<file path="src/hw/hcp_pkg.sv">
// Contract
// - serial output shifts on edge chosen by select
// - acknowledge low when read data driven
// - acknowledge low once write data accepted
// - ready low during access, high when done
// - read data driven while read strobe low
// - direction low: bus sampled under data strobe
// - direction high: device drives bus under strobe
// - bus carries address then bidirectional data
// - chip select high: host interface ignored
// - serial input sampled on shift clock rise
// - address latched on latch or strobe fall
// - two select pins choose control method
package hcp_pkg;
    localparam logic [1:0] MODE_HW = 2'h0;
    localparam logic [1:0] MODE_SER = 2'h1;
    localparam logic [1:0] MODE_DS = 2'h2;
    localparam logic [1:0] MODE_SEP = 2'h3;
    localparam logic [7:0] OFS_CTRL = 8'h00;
    localparam logic [7:0] OFS_STAT = 8'h04;
    localparam logic [7:0] OFS_LAST = 8'h08;
    localparam logic [7:0] OFS_CNT = 8'h0C;
    localparam int CTRL_EN_BIT = 0;
    localparam logic CTRL_EN_RST = 1'h1;
    localparam int STAT_MODE_LSB = 0;
    localparam int STAT_CS_BIT = 2;
    localparam int STAT_BUSY_BIT = 3;
    localparam int LAST_WD_LSB = 8;
    localparam logic [3:0] SER_CMD_LAST = 4'h7;
    localparam logic [3:0] SER_DATA_LAST = 4'hF;
    // pin bundle after synchronisation
    typedef struct packed {
        logic cs_n;
        logic [1:0] mode;
        logic shift_clk;
        logic serial_in_pin;
        logic output_edge_select;
        logic addr_latch;
        logic addr_strobe_input;
        logic rd_n;
        logic wr_n;
        logic data_strobe_n;
        logic read_write;
        logic [7:0] ad;
    } hcp_pins_t;
    // chip select and all strobes inactive
    localparam hcp_pins_t PINS_IDLE = 20'h8_0E00;
    typedef enum logic [2:0] {
        ACC_IDLE = 3'h1,
        ACC_WAIT = 3'h2,
        ACC_DONE = 3'h4
    } hcp_acc_t;
endpackage

</file>
<file path="src/hw/hcp_host_port.sv">
// The APB register port and the address map were decided locally.
`timescale 1ns/1ns
module hcp_host_port import hcp_pkg::*; #(
    parameter int AW = 4,
    parameter int ACC_CYC = 2
) (
    input wire logic sys_clk, // 10 MHz clock
    input wire logic rst, // sync reset, high
    input wire logic psel, // apb select
    input wire logic penable, // apb enable
    input wire logic pwrite, // apb direction
    input wire logic [7:0] paddr, // apb byte address
    input wire logic [31:0] pwdata, // apb write data
    output logic [31:0] prdata, // apb read data
    output logic pready, // apb ready
    output logic pslverr, // apb error
    input wire logic chip_sel_n, // host chip select
    input wire logic [1:0] if_mode, // control method select
    input wire logic shift_clk, // serial shift clock
    input wire logic serial_in_pin, // serial data in
    input wire logic output_edge_select, // serial out edge select
    input wire logic addr_latch, // address latch, sep mode
    input wire logic addr_strobe_input, // address strobe, ds mode
    input wire logic rd_n, // read strobe
    input wire logic wr_n, // write strobe
    input wire logic data_strobe_n, // data strobe
    input wire logic read_write, // direction, 1 = read
    input wire logic [7:0] ad_in, // bus, input side
    output logic [7:0] ad_out, // bus, output side
    output logic ad_oe, // bus output enable
    output logic serial_out_pin, // serial data out
    output logic ack_n, // acknowledge, ds mode
    output logic ready_out // ready, sep mode
);
    localparam int DEPTH = 1 << AW;

    function automatic logic [AW-1:0] idx(input logic [7:0] a);
        return a[AW-1:0];
    endfunction

    hcp_pins_t raw;
    hcp_pins_t s1_ff, s2_ff, s3_ff, cln_ff, prv_ff, nxt_cln;
    logic [7:0] mem_ff [DEPTH];
    logic [7:0] addr_ff, sh_ff, osh_ff, ad_out_ff, last_wd_ff, rdat;
    logic [3:0] cnt_ff;
    logic [7:0] wcnt_ff;
    logic [15:0] wr_cnt_ff;
    logic ser_rd_ff, sout_ff, ad_oe_ff, ack_ff, ready_ff, ctrl_en_ff;
    logic pready_ff, pslverr_ff;
    logic [31:0] prdata_ff, rd_word;
    hcp_acc_t acc_ff;
    logic active, ser, sep, dsm, sclk_rise, sclk_fall, act_edge;
    logic rd_act, wr_act, wr_rise, ds_act, ds_wr, strb;
    logic wr_en;
    logic [AW-1:0] wr_idx;
    logic [7:0] wr_dat;

    assign raw = {chip_sel_n, if_mode, shift_clk, serial_in_pin, output_edge_select, addr_latch,
                  addr_strobe_input, rd_n, wr_n, data_strobe_n, read_write, ad_in};

    // a bit moves only when the second and third stages agree
    always_comb begin
        nxt_cln = (s2_ff & ~(s2_ff ^ s3_ff)) | (cln_ff & (s2_ff ^ s3_ff));
    end

    always_ff @(posedge sys_clk) begin
        if (rst) begin
            s1_ff <= PINS_IDLE;
            s2_ff <= PINS_IDLE;
            s3_ff <= PINS_IDLE;
            cln_ff <= PINS_IDLE;
            prv_ff <= PINS_IDLE;
        end else begin
            s1_ff <= raw;
            s2_ff <= s1_ff;
            s3_ff <= s2_ff;
            cln_ff <= nxt_cln;
            prv_ff <= cln_ff;
        end
    end

    assign active = !cln_ff.cs_n && ctrl_en_ff;
    assign ser = active && cln_ff.mode == MODE_SER;
    assign sep = active && cln_ff.mode == MODE_SEP;
    assign dsm = active && cln_ff.mode == MODE_DS;
    assign sclk_rise = cln_ff.shift_clk && !prv_ff.shift_clk;
    assign sclk_fall = !cln_ff.shift_clk && prv_ff.shift_clk;
    assign act_edge = ser && (cln_ff.output_edge_select ? sclk_fall : sclk_rise);
    assign rd_act = sep && !cln_ff.rd_n;
    assign wr_act = sep && !cln_ff.wr_n;
    assign wr_rise = sep && cln_ff.wr_n && !prv_ff.wr_n;
    assign ds_act = dsm && !cln_ff.data_strobe_n;
    assign ds_wr = ds_act && prv_ff.data_strobe_n && !cln_ff.read_write;
    assign strb = rd_act || wr_act || ds_act;
    assign rdat = mem_ff[idx(addr_ff)];

    // serial framing: 8 command bits (read flag first), then 8 data bits
    always_ff @(posedge sys_clk) begin
        if (rst || !ser) begin
            cnt_ff <= 4'h0;
            sh_ff <= 8'h00;
            ser_rd_ff <= 1'b0;
        end else if (sclk_rise) begin
            sh_ff <= {sh_ff[6:0], cln_ff.serial_in_pin};
            cnt_ff <= cnt_ff + 4'h1;
            if (cnt_ff == SER_CMD_LAST) begin
                ser_rd_ff <= sh_ff[6];
            end
        end
    end

    always_ff @(posedge sys_clk) begin
        if (rst || !ser) begin
            osh_ff <= 8'h00;
            sout_ff <= 1'b0;
        end else if (sclk_rise && cnt_ff == SER_CMD_LAST) begin
            osh_ff <= mem_ff[idx({sh_ff[6:0], cln_ff.serial_in_pin})];
        end else if (act_edge && cnt_ff > SER_CMD_LAST && ser_rd_ff) begin
            sout_ff <= osh_ff[7];
            osh_ff <= {osh_ff[6:0], 1'b0};
        end
    end

    always_ff @(posedge sys_clk) begin
        if (rst) begin
            addr_ff <= 8'h00;
        end else if (ser && sclk_rise && cnt_ff == SER_CMD_LAST) begin
            addr_ff <= {1'b0, sh_ff[5:0], cln_ff.serial_in_pin};
        end else if ((sep && cln_ff.addr_latch != prv_ff.addr_latch && !cln_ff.addr_latch) ||
                     (dsm && !cln_ff.addr_strobe_input && prv_ff.addr_strobe_input)) begin
            addr_ff <= cln_ff.ad;
        end
    end

    // parallel access timer; a released strobe ends the access at once
    always_ff @(posedge sys_clk) begin
        if (rst || !strb) begin
            acc_ff <= ACC_IDLE;
            wcnt_ff <= 8'h00;
        end else begin
            case (acc_ff)
                ACC_IDLE: begin
                    acc_ff <= ACC_WAIT;
                    wcnt_ff <= 8'h00;
                end
                ACC_WAIT: begin
                    if (wcnt_ff >= 8'(ACC_CYC - 1)) begin
                        acc_ff <= ACC_DONE;
                    end else begin
                        wcnt_ff <= wcnt_ff + 8'h01;
                    end
                end
                ACC_DONE: acc_ff <= ACC_DONE;
                default: acc_ff <= ACC_IDLE;
            endcase
        end
    end

    always_ff @(posedge sys_clk) begin
        if (rst) begin
            ready_ff <= 1'b1;
            ack_ff <= 1'b1;
            ad_oe_ff <= 1'b0;
            ad_out_ff <= 8'h00;
        end else begin
            ready_ff <= !(rd_act || wr_act) || acc_ff == ACC_DONE;
            ack_ff <= !(ds_act && acc_ff == ACC_DONE);
            ad_oe_ff <= rd_act || (ds_act && cln_ff.read_write);
            ad_out_ff <= rdat;
        end
    end

    // the write strobe and the data pass the same synchroniser, so the data seen
    // one cycle before the strobe rise is used: the host may move it right after
    always_comb begin
        wr_en = 1'b0;
        wr_idx = idx(addr_ff);
        wr_dat = cln_ff.ad;
        if (ser && sclk_rise && cnt_ff == SER_DATA_LAST && !ser_rd_ff) begin
            wr_en = 1'b1;
            wr_dat = {sh_ff[6:0], cln_ff.serial_in_pin};
        end else if (wr_rise) begin
            wr_en = 1'b1;
            wr_dat = prv_ff.ad;
        end else if (ds_wr) begin
            wr_en = 1'b1;
        end
    end

    always_ff @(posedge sys_clk) begin
        if (rst) begin
            for (int i = 0; i < DEPTH; i++) begin
                mem_ff[i] <= 8'h00;
            end
        end else if (wr_en) begin
            mem_ff[wr_idx] <= wr_dat;
        end
    end

    always_ff @(posedge sys_clk) begin
        if (rst) begin
            last_wd_ff <= 8'h00;
            wr_cnt_ff <= 16'h0000;
        end else if (wr_en) begin
            last_wd_ff <= wr_dat;
            wr_cnt_ff <= wr_cnt_ff + 16'h0001;
        end
    end

    always_comb begin
        rd_word = 32'h0000_0000;
        case (paddr)
            OFS_CTRL: rd_word[CTRL_EN_BIT] = ctrl_en_ff;
            OFS_STAT: begin
                rd_word[STAT_MODE_LSB +: 2] = cln_ff.mode;
                rd_word[STAT_CS_BIT] = !cln_ff.cs_n;
                rd_word[STAT_BUSY_BIT] = strb;
            end
            OFS_LAST: begin
                rd_word[7:0] = addr_ff;
                rd_word[LAST_WD_LSB +: 8] = last_wd_ff;
            end
            OFS_CNT: rd_word[15:0] = wr_cnt_ff;
            default: rd_word = 32'h0000_0000;
        endcase
    end

    // zero wait states: data and error are prepared in the setup cycle
    always_ff @(posedge sys_clk) begin
        if (rst) begin
            pready_ff <= 1'b0;
            pslverr_ff <= 1'b0;
            prdata_ff <= 32'h0000_0000;
        end else begin
            pready_ff <= psel && !penable;
            if (psel && !penable) begin
                prdata_ff <= rd_word;
                pslverr_ff <= !(paddr == OFS_CTRL || paddr == OFS_STAT ||
                                paddr == OFS_LAST || paddr == OFS_CNT);
            end
        end
    end

    always_ff @(posedge sys_clk) begin
        if (rst) begin
            ctrl_en_ff <= CTRL_EN_RST;
        end else if (psel && penable && pready_ff && pwrite && paddr == OFS_CTRL) begin
            ctrl_en_ff <= pwdata[CTRL_EN_BIT];
        end
    end

    assign prdata = prdata_ff;
    assign pready = pready_ff;
    assign pslverr = pslverr_ff;
    assign ad_out = ad_out_ff;
    assign ad_oe = ad_oe_ff;
    assign serial_out_pin = sout_ff;
    assign ack_n = ack_ff;
    assign ready_out = ready_ff;
endmodule

</file>
<file path="config.mk">
export PLATFORM = sky130hd
export DESIGN_NAME = hcp_host_port
export DESIGN_NICKNAME = d
export VERILOG_FILES = /design/src/hw/hcp_pkg.sv /design/src/hw/hcp_host_port.sv
export SDC_FILE = /design/constraint.sdc
export NUM_CORES = 1
export LEC_CHECK = 0
export BUFFER_PORTS_ARGS = -buffer_cell sky130_fd_sc_hd__buf_2
export CORE_ASPECT_RATIO = 2
export CORE_MARGIN = 2
export CORE_UTILIZATION = 53
export CTS_CLUSTER_DIAMETER = 200
export DETAILED_ROUTE_END_ITERATION = 8
export PLACE_DENSITY = 0.72
export SYNTH_ARGS = -nofsm -noshare
export SYNTH_HDL_FRONTEND = slang
export SYNTH_SLANG_ARGS = --single-unit
export TNS_END_PERCENT = 10
</file>
<file path="constraint.sdc">
create_clock -name sys_clk -period 2.73 [get_ports sys_clk]
set_input_delay 0.1365 -clock sys_clk [delete_from_list [all_inputs] [get_ports sys_clk]]
set_output_delay 0.1365 -clock sys_clk [all_outputs]
set_load 0.05 [all_outputs]
</file>
======== Word level (Yosys, flattened, before mapping) ========
Memory sizes are Yosys's and may differ from the RTL's. A register that Yosys moved wholly into a read port is not among the register bits.
Cells that the tools add are included.
storage, ports and cells
  register bits ........................... 179
  RAM bits ................................ 128
  bits of input ports ..................... 65
  output and inout port bits .............. 46
  word-level logic and storage cells ...... 191
  memories kept ........................... 1
memory list
  memory  words  bits a word  rd ports  clocked after memory_dff  wr ports  RTL line             source
  mem_ff  16     8            2         1                         16        hcp_host_port.sv:43  logic [7:0] mem_ff [DEPTH];
operators by class
  add/subtract/negate cells ............... 3
  $lt $le $gt $ge ......................... 2
  equality and inequality tests ........... 14
  muxes and demuxes ....................... 25
  bitwise operators ....................... 6
  reduce and logical (&&, ||, !) cells .... 68
operator list
  cell                                                                number
  2-to-1 mux 8 bit                                                    6
  AND 20 bit                                                          2
  logical AND 1 bit                                                   32
  case mux 12 bit (2 select lines)                                    1
  NOT 20 bit                                                          1
  bitwise OR 20 bit                                                   1
  XOR 20 bit                                                          1
  case mux 3 bit (3 select lines)                                     2
  logical NOT 1 bit                                                   17
  adder 16 x 1 -> 16 bit (second input constant)                      1
  == test 8 x 4 -> 1 bit (second input constant)                      2
  case mux 8 bit (2 select lines)                                     1
  2-to-1 mux 7 bit                                                    2
  logical OR 1 bit                                                    10
  2-to-1 mux 1 bit                                                    10
  adder 8 x 1 -> 8 bit (second input constant)                        1
  == test 8 x 3 -> 1 bit (second input constant)                      1
  greater-or-equal comparator 8 x 1 -> 1 bit (second input constant)  1
  logical NOT 8 bit                                                   1
  OR reduction 8 bit                                                  1
  AND reduction 2 bit                                                 3
  nonzero test 2 bit                                                  3
  adder 4 x 1 -> 4 bit (second input constant)                        1
  == test 2 bit (second input constant)                               2
  14 further kinds                                                    15

======== Longest topological paths before layout ========
  word-level depth ........................ 14
  mapped depth ............................ 9
  depth with buffers taken out ............ 7

======== Least setup slack after synthesis ========
No wires, ideal clock.
  kind .................................... flip-flop to flip-flop
  start ................................... reg (tool-made name)
  end ..................................... mem mem_ff[0][1] (data pin)
  library setup time ...................... 0.265 ns
  arrival time ............................ 2.071 ns
  data required time ...................... 2.465 ns
  setup slack ............................. 0.394 ns
  stages on the path, launching flop included .. 8
  path buffers ............................ 2
  cells stage by stage .................... dfxtp_1 > nand4b_1 > nor3b_2 > buf_2 > mux2_2 > o21ai_1 > clkbuf_1 > nor2_1
RTL lines
  element    RTL line
  to (decl)  hcp_host_port.sv:43

==> impl_metrics.ini <==
[status]
status = completed

[clock_tree]
htree_levels = 1
cts_sinks = 315
cts_tree = built
numCtsBuffers = 27
root_buffer = clkbuf_16
clock_latency_ps = 550
clockBufferDepth = 3
clk_pin_slew_ps = 70

[global_route]
overflow = 0
grt_pass1_vias = 9585
grtUsageTotal_pct = 26.2
grt_max_degree = 89
grt_pass1_wl_um = 53900
antenna_found_initial = 0

[power]
powerDensity_nw_per_um2 = 586
netSwitchingFraction_pct = 21.6
p_leak_nw = 5.28
ir_worst_vdd_mv = 0.526
power_frac_seq_pct = 55.3
power.internal_mw = 7.16
power.switching_mw = 1.97
power_frac_comb_pct = 4.1
pwr-share-clk_pct = 40.6
total_power_mw = 9.13

[critical_path]
reg2reg_slack_ps = 240
critPathKind = reg2reg
end_kind = flip-flop
cp-start-kind = flip-flop
arrival_ps = 2790
cp.required_ps = 3030
path_max_fanout = 16

[sta]
tns_ps = 0
finalCriticalPeriod_ps = 2490
slew_viol_final = 0
worst_slew_pin_slew_ps = 1070
final.period_utilization_pct = 91.2
fmax_ghz = 0.402
slew_headroom_pct = 28.0
skew_ps = 13.8
setup_violations = 0
hold_violations = 0
rsz0062_at_grt = false
worst_slack_ps = 242

[drt]
drc_errors = 0
route.vias.total = 9567
first_pass_iters = 5
wl_per_cell_um = 21.5
drt-total-wl_um = 35300
avgViaCountPerCell = 5.83
ant_nets = 0
drt_iter0_drc = 605

[cells_and_area]
fillCellCount = 2098
seqCellArea_um2 = 7590
syn_to_final_growth_pct = 13.9
final_common_cell = dfxtp_1
drive_above_1_share_pct = 21.4
multi_input_area_um2 = 5610
fin_nets = 1351
num_antenna_cells = 0
layout_common_cells = 185 x dfxtp_1, 169 x nor2_1, 128 x edfxtp_1, 76 x nand2_1

[job]
maxCapViolations = 0

[synthesis]
synth-main-ff-cell = dfxtp_1
syn-cell-area_um2 = 13700
async_flop_share_pct = 0
ys_seq_area_share_pct = 55.5
synth-seq-cells = 315
yosys.cell_types.count = 62
yosys_warnings = 0
postSynthCellCount = 1196
syn_area_per_cell_um2 = 11.4
synth_edf_count = 128

[die]
die_area_um2 = 27200
placementRows = 83
die_height_um = 231
io_pins = 111
start_util_pct = 53.6
coreArea_um2 = 25500
dieWidth_um = 118

[hold_path]
hold_path.class = in2reg
hp-start = paddr[3]

[placed_design]
gp_congestion = 0.911
pre_cts_ws_ps = 145
io_buffers = 63
dpl.hpwl_um = 25700
## area by class of cell
| cell class | count | area share [%] |
|---|---|---|
| tap | 340 | 2.73 |
| clock buffer | 36 | 4.83 |
| sequential | 315 | 48.7 |
| inverter | 14 | 0.337 |
| timing repair buffer | 147 | 6.84 |
| clock inverter | 12 | 0.570 |
| multi-input combinational | 776 | 36.0 |
## power by group through the flow
stage	Clock, mW	Combinational [mW]	Sequential, mW
5_1_grt	3.94	0.393	5.06
4_1_cts	3.78	0.369	5.05
2_1_floorplan	0	0.237	5.14
3_3_place_gp	0	0.339	5.15
3_5_place_dp	0	0.345	5.16
6_report	3.71	0.370	5.06
## logic make-up (layout without fill, tap and decap cells)
family | count (synthesis) | count (layout) | synth area share [%]
multiplexers | 120 | 120 | 14.7
buffers and inverters | 120 | 209 | 4.11
adder cells (fa/ha/maj) | 5 | 5 | 0.457
AO/OA/AOI/OAI | 175 | 175 | 7.93
XOR/XNOR | 8 | 8 | 0.512
other | 1 | 16 | 0.0274
flip-flops | 315 | 315 | 55.5
AND/OR/NAND/NOR | 452 | 452 | 16.8
## critical path: stages, from the launching register on
cell	delay, ps
dfxtp_1	540
nand4b_1	170
nor3b_2	310
buf_4	260
mux2_2	360
o21ai_1	330
buf_12	200
nor2_1	50
## Yosys cell counts (all sizes together), types with 3 or more instances
cell type  number  area [µm²]
mux2i          38         380
o2111ai         3        26.3
o22ai           8        50.1
o21ai          34         174
ha              5        62.6
or3             7        43.8
nor2b          63         394
or4            25         188
nand3b          4        42.5
and2            5        31.3
a21o            7        52.6
nand4           6        37.5
nand3          15        75.1
a22oi          20         150
nand2          76         285
o221ai          7        61.3
a21oi          64         324
clkbuf         52         196
nand2b         35         219
o211ai         10        75.1
nor3b           6        50.1
o31ai           9        67.6
mux2           19         214
buf            54         313
mux4           63        1420
nor4            5        43.8
xnor2           6        52.6
o21bai          5        37.5
or2            17         106
nor2          169         634
dfxtp         187        3740
edfxtp        128        3840
inv            14        52.6
nor3            9        50.1
## layer usage
metal	vias up	wire length [µm]	global-route usage (%)
met1	4625	10900	24.5
met2	365	19300	49.6
met5	-	0	0
met4	0	3470	22.3
li1	4439	-	-
met3	138	1640	3.05
## state kept, by name (all words and copies together), names as in the netlist, 3 cells and up, named ones only
name        count
ad_out          8
prdata         16
cnt_ff          4
wr_cnt_ff      16
s3_ff          20
acc_ff          3
addr_ff         8
prv_ff         13
last_wd_ff      8
sh_ff           7
s1_ff          20
s2_ff          20
mem_ff        128
wcnt_ff         8
osh_ff          8
## through the flow
stage	hold WS [ps]	instances	instance area, µm²	utilization (%)
after floorplan	240	1211	13700	-
after global placement	321	1570	14500	56.8
after detailed placement	322	1570	14500	56.8
after CTS	31.8	1640	15600	61.0
after global routing	96.4	1640	15600	61.0
final	48.0	1640	15600	61.0
## final timing paths
kind,to,depth (start not counted)
setup / recovery,mem_ff[7][4],7
hold / removal,prdata[3],3
setup reg to reg,mem_ff[7][4],7
hold reg to reg,s2_ff[10],1
## repair_timing
item / in CTS / in global routing
setup buffers: 0 / 0
gates resized for setup: 0 / 2
endpoints found under the setup margin: 0 / 10
hold buffers: 22 / 0
hold endpoints to repair: 21 / 0
Note: power is estimated with default switching activity, not from simulation.
